## src/hw/adctc_params.svh

```systemverilog
// constants for the converter trigger and transfer control block
`ifndef ADCTC_PARAMS_SVH
`define ADCTC_PARAMS_SVH
`define ADCTC_OFS_CNT0       4'h0
`define ADCTC_OFS_CNT1       4'h1
`define ADCTC_OFS_CNT2       4'h2
`define ADCTC_OFS_CNTCTL     4'h3
`define ADCTC_OFS_RES_LO     4'h4
`define ADCTC_OFS_RES_HI     4'h5
`define ADCTC_OFS_CLR_IRQ    4'h8
`define ADCTC_OFS_GAIN       4'h9
`define ADCTC_OFS_CHAN       4'hA
`define ADCTC_OFS_MODE       4'hB
`define ADCTC_OFS_SWTRIG     4'hC
`define ADCTC_READY_BIT      4
`define ADCTC_MODE_OFF       3'h0
`define ADCTC_MODE_SW_POLL   3'h1
`define ADCTC_MODE_PACER_DMA 3'h2
`define ADCTC_MODE_PACER_INT 3'h6
`define ADCTC_CLK_HZ         20000000
`define ADCTC_CNT_CLK_HZ     2000000
`define ADCTC_CNT_DIV        (`ADCTC_CLK_HZ / `ADCTC_CNT_CLK_HZ)
`define ADCTC_FIFO_DEPTH     8
`endif

```

## src/hw/adctc_pkg.sv

```systemverilog
// types shared by the converter trigger and transfer control block
package adctc_pkg;
    typedef struct packed {
        logic       wr;
        logic       rd;
        logic [3:0] addr;
        logic [7:0] data;
    } adctc_bus_type;

    typedef struct packed {
        logic [2:0] mode;
        logic [7:0] gain;
        logic [7:0] chan;
    } adctc_cfg_type;
endpackage : adctc_pkg

```

## src/hw/adctc_fifo.sv

```systemverilog
// small synchronous fifo with valid and ready on both sides
`timescale 1ns/100ps
`default_nettype none
module adctc_fifo #(
    parameter int WIDTH = 12,
    parameter int DEPTH = 8
) (
    input  wire logic             clk,      // bus clock
    input  wire logic             rst,      // async reset
    input  wire logic             in_valid, // write request
    output logic                  in_ready, // room available
    input  wire logic [WIDTH-1:0] in_data,  // write word
    output logic                  out_valid,// word available
    input  wire logic             out_ready,// drain request
    output logic      [WIDTH-1:0] out_data  // head word
);
    localparam int AW = $clog2(DEPTH);
    logic [WIDTH-1:0] mem [DEPTH];
    logic [AW-1:0]    wp_reg;
    logic [AW-1:0]    rp_reg;
    logic [AW:0]      cnt_reg;
    wire              push = in_valid && in_ready;
    wire              pop  = out_valid && out_ready;

    // flags from occupancy
    assign in_ready  = (cnt_reg != (AW+1)'(DEPTH));
    assign out_valid = (cnt_reg != '0);
    assign out_data  = mem[rp_reg];

    // storage
    always_ff @(posedge clk) begin
        if (push) mem[wp_reg] <= in_data;
    end

    // pointers and count
    always_ff @(posedge clk or posedge rst) begin
        if (rst) begin
            wp_reg  <= '0;
            rp_reg  <= '0;
            cnt_reg <= '0;
        end else begin
            if (push) wp_reg <= wp_reg + 1'b1;
            if (pop) rp_reg <= rp_reg + 1'b1;
            cnt_reg <= cnt_reg + (AW+1)'(push) - (AW+1)'(pop);
        end
    end
endmodule : adctc_fifo
`default_nettype wire

```

## src/hw/adctc_pacer.sv

```systemverilog
// cascaded 16-bit pacer counters clocked by a 2 MHz enable
`timescale 1ns/100ps
`default_nettype none
`include "adctc_params.svh"
module adctc_pacer import adctc_pkg::*; (
    input  wire logic        clk,     // bus clock
    input  wire logic        rst,     // async reset
    input  wire logic        tick,    // 2 MHz count enable
    input  wire logic [15:0] div1,    // counter 1 reload
    input  wire logic [15:0] div2,    // counter 2 reload
    output logic             fire     // one pulse per terminal count
);
    logic [15:0] c1_reg;
    logic [15:0] c2_reg;
    logic [15:0] d1_reg;
    logic [15:0] d2_reg;
    wire         c1_tc  = tick && (c1_reg <= 16'h0001);
    wire         c2_tc  = c1_tc && (c2_reg <= 16'h0001);
    // a new reload value restarts the count instead of waiting a full wrap
    wire         reload = (div1 != d1_reg) || (div2 != d2_reg);

    // counter 1 feeds counter 2, forming a 32-bit divider
    always_ff @(posedge clk or posedge rst) begin
        if (rst) begin
            c1_reg <= 16'hFFFF;
            c2_reg <= 16'hFFFF;
            d1_reg <= 16'hFFFF;
            d2_reg <= 16'hFFFF;
            fire   <= 1'b0;
        end else if (reload) begin
            c1_reg <= div1;
            c2_reg <= div2;
            d1_reg <= div1;
            d2_reg <= div2;
            fire   <= 1'b0;
        end else begin
            if (tick) c1_reg <= c1_tc ? div1 : c1_reg - 16'h0001;
            if (c1_tc) c2_reg <= c2_tc ? div2 : c2_reg - 16'h0001;
            fire <= c2_tc;
        end
    end
endmodule : adctc_pacer
`default_nettype wire

```

## src/hw/adctc_top.sv

```systemverilog
// converter trigger and transfer control, top level on the byte port
`timescale 1ns/100ps
`default_nettype none
`include "adctc_params.svh"
module adctc_top import adctc_pkg::*; (
    input  wire logic        clk,                 // 20 MHz bus clock
    input  wire logic        rst,                 // async reset
    input  wire logic [3:0]  io_addr,             // port offset
    input  wire logic        io_wr,               // write strobe
    input  wire logic        io_rd,               // read strobe
    input  wire logic [7:0]  io_wdata,            // write data
    output logic      [7:0]  io_rdata,            // read data
    input  wire logic        dma_ack,             // dma acknowledge
    input  wire logic        trigger_source_jumper, // 1 = external
    input  wire logic        external_conversion_trigger, // ext trigger
    input  wire logic        conv_done,           // converter end
    input  wire logic [11:0] conv_data,           // converter result
    output logic             conv_start,          // start pulse
    output logic      [7:0]  gain_out,            // amplifier gain code
    output logic      [3:0]  chan_out,            // mux channel
    output logic             irq_out,             // interrupt request
    output logic             dma_req,             // dma request
    output logic      [15:0] cnt0_out,            // counter 0 value
    output logic             cnt0_tc              // counter 0 terminal
);
    adctc_bus_type bus;
    adctc_cfg_type cfg_reg;
    logic [15:0]   div1_reg;
    logic [15:0]   div2_reg;
    logic [15:0]   cnt0_reg;
    logic [15:0]   cnt0_load_reg;
    logic [1:0]    lbyte_reg;
    logic [3:0]    div_reg;
    logic          busy_reg;
    logic          irq_flag_reg;
    logic          ext_d_reg;
    logic [1:0]    dma_phase_reg;
    logic [11:0]   result_reg;
    logic          pacer_fire;
    logic          f_valid;
    logic          f_ready;
    logic [11:0]   f_data;

    function automatic logic wr_at(input adctc_bus_type b,
                                   input logic [3:0] a);
        return b.wr && (b.addr == a);
    endfunction : wr_at

    // port strobes gathered into one carrier
    assign bus = '{wr: io_wr, rd: io_rd, addr: io_addr, data: io_wdata};

    // mode decode per trigger source selection
    wire ext_sel  = trigger_source_jumper;
    wire m_sw     = !ext_sel && cfg_reg.mode == `ADCTC_MODE_SW_POLL;
    wire m_pdma   = cfg_reg.mode == `ADCTC_MODE_PACER_DMA;
    wire m_pint   = cfg_reg.mode == `ADCTC_MODE_PACER_INT;
    wire use_dma  = m_pdma;
    wire use_int  = m_pint;
    wire ext_rise = external_conversion_trigger && !ext_d_reg;
    wire trig_sw  = wr_at(bus, `ADCTC_OFS_SWTRIG) && m_sw;
    wire trig_pac = !ext_sel && (m_pdma || m_pint) && pacer_fire;
    wire trig_ext = ext_sel && (m_pdma || m_pint) && ext_rise;
    wire trig     = (trig_sw || trig_pac || trig_ext) && !busy_reg;
    wire done     = busy_reg && conv_done;
    wire tick     = (div_reg == 4'(`ADCTC_CNT_DIV - 1));
    // counter 0 word as it stands once the byte being written lands
    wire [15:0] cnt0_new = lbyte_reg[0] ? {bus.data, cnt0_load_reg[7:0]}
                                        : {cnt0_load_reg[15:8], bus.data};

    // trigger stage: pacer from two cascaded counters
    adctc_pacer u_pacer (
        .clk  (clk),
        .rst  (rst),
        .tick (tick),
        .div1 (div1_reg),
        .div2 (div2_reg),
        .fire (pacer_fire)
    );

    // transfer stage: results queue for the dma byte pair
    adctc_fifo #(.WIDTH(12), .DEPTH(`ADCTC_FIFO_DEPTH)) u_fifo (
        .clk       (clk),
        .rst       (rst),
        .in_valid  (done && use_dma),
        .in_ready  (),
        .in_data   (conv_data),
        .out_valid (f_valid),
        .out_ready (f_ready),
        .out_data  (f_data)
    );
    // drained after the second byte of a pair is acknowledged
    assign f_ready = dma_ack && dma_phase_reg == 2'h2;

    // write-only configuration registers
    always_ff @(posedge clk or posedge rst) begin
        if (rst) begin
            cfg_reg <= '0;
        end else begin
            if (wr_at(bus, `ADCTC_OFS_GAIN)) cfg_reg.gain <= bus.data;
            if (wr_at(bus, `ADCTC_OFS_CHAN)) cfg_reg.chan <= bus.data;
            if (wr_at(bus, `ADCTC_OFS_MODE))
                cfg_reg.mode <= bus.data[2:0];
        end
    end

    // counter reload bytes, low then high; counters 1 and 2 share one byte flag
    always_ff @(posedge clk or posedge rst) begin
        if (rst) begin
            div1_reg      <= 16'hFFFF;
            div2_reg      <= 16'hFFFF;
            cnt0_load_reg <= 16'hFFFF;
            lbyte_reg     <= '0;
        end else begin
            if (wr_at(bus, `ADCTC_OFS_CNTCTL)) lbyte_reg <= '0;
            if (wr_at(bus, `ADCTC_OFS_CNT0)) begin
                lbyte_reg[0]  <= ~lbyte_reg[0];
                cnt0_load_reg <= cnt0_new;
            end
            if (wr_at(bus, `ADCTC_OFS_CNT1)) begin
                lbyte_reg[1] <= ~lbyte_reg[1];
                if (lbyte_reg[1]) div1_reg[15:8] <= bus.data;
                else div1_reg[7:0] <= bus.data;
            end
            if (wr_at(bus, `ADCTC_OFS_CNT2)) begin
                lbyte_reg[1] <= ~lbyte_reg[1];
                if (lbyte_reg[1]) div2_reg[15:8] <= bus.data;
                else div2_reg[7:0] <= bus.data;
            end
        end
    end

    // 2 MHz count enable and counter 0 down counter
    always_ff @(posedge clk or posedge rst) begin
        if (rst) begin
            div_reg  <= '0;
            cnt0_reg <= 16'hFFFF;
            cnt0_tc  <= 1'b0;
        end else begin
            div_reg <= tick ? 4'h0 : div_reg + 4'h1;
            if (wr_at(bus, `ADCTC_OFS_CNT0)) cnt0_reg <= cnt0_new;
            else if (tick) cnt0_reg <= cnt0_reg - 16'h0001;
            cnt0_tc <= tick && cnt0_reg == 16'h0001;
        end
    end
    assign cnt0_out = cnt0_reg;

    // conversion status and result capture
    always_ff @(posedge clk or posedge rst) begin
        if (rst) begin
            busy_reg     <= 1'b0;
            result_reg   <= '0;
            irq_flag_reg <= 1'b0;
            ext_d_reg    <= 1'b0;
            conv_start   <= 1'b0;
        end else begin
            ext_d_reg  <= external_conversion_trigger;
            conv_start <= trig;
            if (trig) busy_reg <= 1'b1;
            else if (done) busy_reg <= 1'b0;
            if (done) result_reg <= conv_data;
            if (done && use_int) irq_flag_reg <= 1'b1;
            else if (wr_at(bus, `ADCTC_OFS_CLR_IRQ))
                irq_flag_reg <= 1'b0;
        end
    end

    // dma: two requests per result, low byte then high byte
    always_ff @(posedge clk or posedge rst) begin
        if (rst) begin
            dma_phase_reg <= '0;
        end else if (dma_phase_reg == 2'h0) begin
            if (f_valid && use_dma) dma_phase_reg <= 2'h1;
        end else if (dma_ack) begin
            dma_phase_reg <= (dma_phase_reg == 2'h1) ? 2'h2 : 2'h0;
        end
    end

    // registered outputs
    always_ff @(posedge clk or posedge rst) begin
        if (rst) begin
            io_rdata <= '0;
            gain_out <= '0;
            chan_out <= '0;
            irq_out  <= 1'b0;
            dma_req  <= 1'b0;
        end else begin
            gain_out <= cfg_reg.gain;
            chan_out <= cfg_reg.chan[3:0];
            irq_out  <= irq_flag_reg;
            dma_req  <= dma_phase_reg != 2'h0 && !dma_ack;
            unique case (1'b1)
                dma_ack && dma_phase_reg == 2'h1:
                    io_rdata <= f_data[7:0];
                dma_ack && dma_phase_reg == 2'h2:
                    io_rdata <= {4'h0, f_data[11:8]};
                bus.rd && bus.addr == `ADCTC_OFS_RES_LO:
                    io_rdata <= result_reg[7:0];
                bus.rd && bus.addr == `ADCTC_OFS_RES_HI:
                    io_rdata <= {3'h0, busy_reg, result_reg[11:8]};
                bus.rd && bus.addr == `ADCTC_OFS_CNT0:
                    io_rdata <= cnt0_reg[7:0];
                default:
                    io_rdata <= 8'h00;
            endcase
        end
    end

    // decoded strobes watched by the checks below
    wire wr_gain = wr_at(bus, `ADCTC_OFS_GAIN);
    wire wr_chan = wr_at(bus, `ADCTC_OFS_CHAN);
    wire wr_mode = wr_at(bus, `ADCTC_OFS_MODE);
    wire wr_clr  = wr_at(bus, `ADCTC_OFS_CLR_IRQ);
    wire wr_cnt0 = wr_at(bus, `ADCTC_OFS_CNT0);
    wire rd_high = bus.rd && bus.addr == `ADCTC_OFS_RES_HI && !dma_ack;
endmodule : adctc_top
`default_nettype wire

```

## config.mk

```make
export PLATFORM = sky130hd
export DESIGN_NAME = adctc_top
export DESIGN_NICKNAME = d
export VERILOG_FILES = /design/src/hw/adctc_pkg.sv /design/src/hw/adctc_fifo.sv /design/src/hw/adctc_pacer.sv /design/src/hw/adctc_top.sv
export VERILOG_INCLUDE_DIRS = /design/src /design/src/hw
export SDC_FILE = /design/constraint.sdc
export NUM_CORES = 1
export LEC_CHECK = 0
export BUFFER_PORTS_ARGS = -buffer_cell sky130_fd_sc_hd__buf_2
export CORE_ASPECT_RATIO = 1.2
export CORE_MARGIN = 4
export CORE_UTILIZATION = 63
export CTS_BUF_LIST = sky130_fd_sc_hd__clkbuf_4 sky130_fd_sc_hd__clkbuf_8
export CTS_CLUSTER_SIZE = 25
export DETAILED_ROUTE_END_ITERATION = 10
export PLACE_DENSITY = 0.78
export SYNTH_ARGS = -nofsm -noshare
export SYNTH_HDL_FRONTEND = slang
export SYNTH_SLANG_ARGS = --single-unit
export TNS_END_PERCENT = 5
```

## constraint.sdc

```tcl
create_clock -name clk -period 6.2 [get_ports clk]
set_input_delay 0.31 -clock clk [delete_from_list [all_inputs] [get_ports clk]]
set_output_delay 0.31 -clock clk [all_outputs]
set_load 0.02 [all_outputs]
```

* Yosys cells after proc, flatten, opt, wreduce, memory -nomap -nowiden *
Memories as Yosys holds them, arrays and structs flattened.
Cells that the tools add are included.
W data, S select, Z words.

word-level totals
  memories kept = 1
  bits in writable memories = 96
  output and inout bits = 40
  register bits = 201
  input port bits = 32
  word-level logic and storage cells = 149

memory list
  name        depth  width  rd ports  clocked after memory_dff  write ports  line              source
  u_fifo.mem  8      12     1         0                         1            adctc_fifo.sv:18  logic [WIDTH-1:0] mem [DEPTH];

operators by class
  muxes and demuxes = 26
  add/sub/neg operators = 8
  reduce and logical (&&, ||, !) cells = 57
  bitwise gates (word level) = 2
  equal/unequal tests = 21
  magnitude comparators = 2

operators by type and width
  kind                     count
  $mux W16                 9
  $sub A16 B1 Y16 const B  3
  $pmux W8 S5              1
  $le A16 B1 Y1 const B    2
  $logic_and A1 B1 Y1      32
  $ne A16 B16 Y1           2
  $eq A4 B4 Y1 const B     6
  $eq A16 B1 Y1 const B    1
  $reduce_bool A2 Y1       8
  $mux W1                  10
  $mux W2                  5
  $reduce_and A2 Y1        5
  $eq A4 B2 Y1 const B     2
  $eq A4 B3 Y1 const B     2
  $add A3 B1 Y3 const B    2
  $add A4 B1 Y4            1
  $add A4 B1 Y4 const B    1
  $eq A4 B1 Y1 const B     1
  $logic_not A1 Y1         4
  $logic_not A4 Y1         1
  $logic_or A1 B1 Y1       4
  $mux W4                  1
  $ne A4 B4 Y1 const B     1
  $reduce_bool A4 Y1       1
  other kinds (10)         11

* Longest topological paths before layout *
  depth in word-level cells = 8
  gate-level depth with buffers = 10

* Hierarchy *
A second synthesis with hierarchy kept.

second synthesis, totals
  cells, all modules = 948
  area, all modules = 13178.9 um2

modules (own cells, without submodules)
  module       seq. area each (um2)  cells each  area each (um2)  times used
  adctc_top    3233.1                408         5368.9           1
  adctc_fifo   3133.0                195         4281.6           1
  adctc_pacer  1706.6                345         3528.4           1

* Worst setup path before layout *
Ideal clock, no wire load.

  path type = register to register
  start point = register cfg_reg[16] in the netlist's numbering
  end point = memory u_fifo.mem[0][0] (enable)
  stages on the path, launching flop included = 4
  library setup time = 0.417 ns
  setup slack = 3.088 ns
  path buffers = 0
  data required time = 5.783 ns
  arrival time = 2.695 ns
  clock period less this slack = 3.112 ns
  path through = dfrtp_1 or3b_2 a211oi_2 nor4b_1

on the way
  longest elaborated chain between the ends = 5

RTL lines
  element                        line              source
  start, declared                adctc_top.sv:27   adctc_cfg_type cfg_reg;
  $eq A3 B2 Y1 (no source line)  -
  $logic_and A1 B1 Y1            adctc_top.sv:84   .in_valid (done && use_dma),
  $logic_and A1 B1 Y1            adctc_fifo.sv:22  wire push = in_valid && in_ready;
  $mux W1                        adctc_fifo.sv:32  if (push) mem[wp_reg] <= in_data;
  $mux W1 (implied by the code)  adctc_fifo.sv:32
  end, declared                  adctc_fifo.sv:18

No other way between the ends.

* Worst setup path after layout *
  start point = register div1_reg[14]
  end point = register u_pacer.c2_reg[11]

on the way
  longest elaborated chain between the ends = 3

RTL lines
  element                                         line               source
  start, declared                                 adctc_top.sv:28    logic [15:0] div1_reg;
  start signal, assigned                          adctc_top.sv:121   if (lbyte_reg[1]) div1_reg[15:8] <= bus.data;
  $ne A16 B16 Y1 *                                adctc_pacer.sv:20  wire reload = (div1 != d1_reg) || (div2 != d2_reg);
  $logic_or A1 B1 Y1 *                            adctc_pacer.sv:20
  $mux W16 or $reduce_bool A2 Y1 (tied branches)  -
  end signal, assigned                            adctc_pacer.sv:32  c2_reg <= div2;
  end signal, assigned                            adctc_pacer.sv:38  if (c1_tc) c2_reg <= c2_tc ? div2 : c2_reg - 16'h0001;
  end, declared                                   adctc_pacer.sv:14  logic [15:0] c2_reg;

Every way passes the cells marked *; elsewhere a longest branch is shown, timed or not.
A chain may end at the register's enable or synchronous reset.

==> metrics.md <==
| Metric | Value |
|---|---|
| Synth Cell Area | `0.0130 mm²` |
| Most frequent cells in the layout | `dfstp_2, edfxtp_1, mux2_2` |
| Initial DRC count | `between 400 and 500` |
| Synth top area cells | `dfstp_2, edfxtp_1, dfrtp_1, mux2_2, mux4_2` |
| Drt pass-1 iters | `5` |
| Die Wd | `139 µm` |
| Period utilisation layout | `46.2%` |
| Synth warnings | `0` |
| Reg2reg start | `div1_reg[14]$_DFFE_PP1P_` |
| Sequential area share after synthesis | `62.0%` |
| CTS clock-pin slew for the worst setup and hold paths | `60 ps` |
| Final std cells w/o fill | `1321` |
| Top cell type's share of synthesized area | `25.8%` |
| Peak Freq | `0.349 GHz` |
| IO Pins | `72` |
| Final setup viols | `0` |
| CTS root buffer | `clkbuf_8` |
| DR vias | `8012` |
| Total die area | `0.0230 mm²` |
| Fin. max-slew vios | `0` |
| Remaining DRCs | `0` |
| Syn Nets | `~1000` |
| Hold Crit Start | `conv_data[4]` |
| Ys async rst share | `67.7%` |
| Leakage power | `between 5 and 6 nW` |
| Placer congestion estimate | `0.854` |
| Synthesized area per cell | `13.6 µm²` |
| CTS buffer count | `45` |
| EDFF count, synth | `96` |
| CP max FO | `13` |
| Final Skew | `36.4 ps` |
| Cell count after synthesis | `954` |
| Final setup margin | `3330 ps` |
| ANT nets after route | `0` |
| WHS Path Cells | `1` |
| Synth Flop Type | `dfstp_2` |
| Height of the die | `165 µm` |
| Vias in the first global route | `8091` |
| H-tree levels | `2` |
| Port bufs | `about 70` |
| Biggest register | `u_fifo.mem` |
| Max cap viols | `0` |
| Synth unique cells | `68` |
| Yosys reg bits | `297` |
| Vias per inst | `6.07` |
| HP Class | `input port to flop` |
| Post-CTS Hold Fix Bufs | `4` |
| Dominant cell type by area after synthesis | `dfstp_2` |
| Maximum VDD drop | `0.000287 V` |
| Status | `finished, final reports clean` |
| RSZ-0062 raised after global routing | `no` |
| R2R Path End | `u_pacer.c2_reg[11]$_DFFE_PP1P_` |
| Total gr overflow | `0` |
| Row cnt | `57` |
| # fillers | `1377` |
| Post-CTS setup buffers | `0` |
| Worst hold slack | `31.8 ps` |
| Final net count | `roughly 1100` |
| CTS max path bufs | `3` |
| Largest net degree at the start of global routing | `130` |
| Count of final hold-check violations | `0` |
| Max reg flops | `96` |
| CORE AREA | `0.0203 mm²` |
| Total power | `6.12 mW` |
| HPWL after detailed placement | `between 15000 and 20000 µm` |
| Placed Cells | `1237` |
| Final Cell Area | `roughly 0.015 mm²` |
| Final worst path period need | `2870 ps` |
| Worst Setup Start Kind | `flop` |
| First-pass GRT wire length | `43700 µm` |
| Area Overhead vs Synth | `11.8%` |
| Initial antenna violation count | `2` |
| Post-Place Cell Area | `0.0136 mm²` |
| Post-CTS sizing | `0` |
| CP required | `6670 ps` |
| Routed WL | `27300 µm` |
| Final core utilization | `71.8%` |
| Arrival time at the worst endpoint | `3340 ps` |
| Total global-route track usage | `24.2%` |
| Most common cell after layout, fill and taps aside | `dfstp_2` |
| Diode count | `0` |
| Register-to-Register Path Depth | `7` |
| Clock sinks | `297` |
| Setup slack at placement | `3350 ps` |
| Rel. slew slack | `17.7%` |
| Kind of critical path | `flop to flop` |
| Pwr Density | `roughly 420 mW/mm²` |
| Initial Util | `around 64%` |
| Setup TNS Final | `0 ps` |
| CP Capture Type | `flop` |
| Hold EP | `u_fifo.mem[3][4]$_DFFE_PP_` |
| Worst skew pair latency | `570 ps` |
| Layout cell share with drive strength beyond 1 | `41.1%` |
| DR WL/cell | `a little over 20 µm` |
| CTS tree | `done` |
| Actual slew at the worst max-slew pin | `about 1200 ps` |
| Worst reg2reg setup slack | `3330 ps` |
synth_stat cells, drive strengths merged, types with 5 or more instances:
master / instances
a31oi: 10
o41ai: 5
clkbuf: 59
a2bb2oi: 15
a21oi: 26
nand3: 13
mux2i: 21
mux4: 24
nor2: 49
nor3b: 9
nor4: 19
a211oi: 16
nand4: 8
xor2: 37
o22ai: 7
xnor2: 16
mux2: 87
nand2: 38
inv: 25
o21ai: 30
edfxtp: 96
dfrtp: 73
ha: 14
dfstp: 128
or4: 9
buf: 12
or3: 7
o21a: 6
nor3: 24
nor2b: 16
critical path, stage by stage, from the launching register on:
cell      delay (ps)
dfstp_2          580
xor2_1            80
nor4_1           340
nand4_1          340
nor2_2           480
a21boi_0         380
buf_4            240
mux2_2           340
final cells by class:
class | count | area, µm² | share of cell area, %
timing repair buffer | 93 | 531 | 3.65
sequential | 297 | 8070 | 55.5
tap | 265 | 332 | 2.28
multi-input combinational | 561 | 4620 | 31.8
clock inverter | 11 | 63.8 | 0.439
inverter | 25 | 101 | 0.697
clock buffer | 69 | 825 | 5.67
worst max path at each step:
stage,start,end
finish,div1_reg[14]$_DFFE_PP1P_,u_pacer.c2_reg[11]$_DFFE_PP1P_
global route,div2_reg[12]$_DFFE_PP1P_,u_pacer.c2_reg[11]$_DFFE_PP1P_
CTS,div1_reg[14]$_DFFE_PP1P_,u_pacer.c2_reg[11]$_DFFE_PP1P_
detailed placement,div1_reg[14]$_DFFE_PP1P_,u_pacer.c2_reg[11]$_DFFE_PP1P_
global placement,div2_reg[3]$_DFFE_PP1P_,u_pacer.c2_reg[11]$_DFFE_PP1P_
floorplan,rst,busy_reg$_DFFE_PP0P_
layer usage:
| metal | track usage (%) | up-vias | routed length [µm] |
|---|---|---|---|
| li1 | - | 3660 | - |
| met1 | 29.9 | 4085 | 10900 |
| met2 | 43.7 | 209 | 14400 |
| met3 | 4.06 | 54 | 1270 |
| met4 | 8.19 | 4 | 698 |
| met5 | 0 | - | 26 |
report_power, final:
part | internal [mW] | switching (mW)
logic | 0.731 | 0.743
registers | 2.65 | 0.431
clock network | 0.852 | 0.716
total | 4.23 | 1.89
cell families (layout without fill, tap and decap cells):
kind of cell	count (synthesis)	count (layout)	synth area share, %
AOI/OAI and AO/OA	147	147	7.82
xor gates and xnor gates	53	53	3.57
adders and majority gates	15	15	1.50
buffers and inverters	96	198	2.89
DFF	297	297	62.0
muxes	132	132	13.3
and+or+nand+nor	214	214	8.90
No activity file was read; power rests on OpenSTA's default activity.
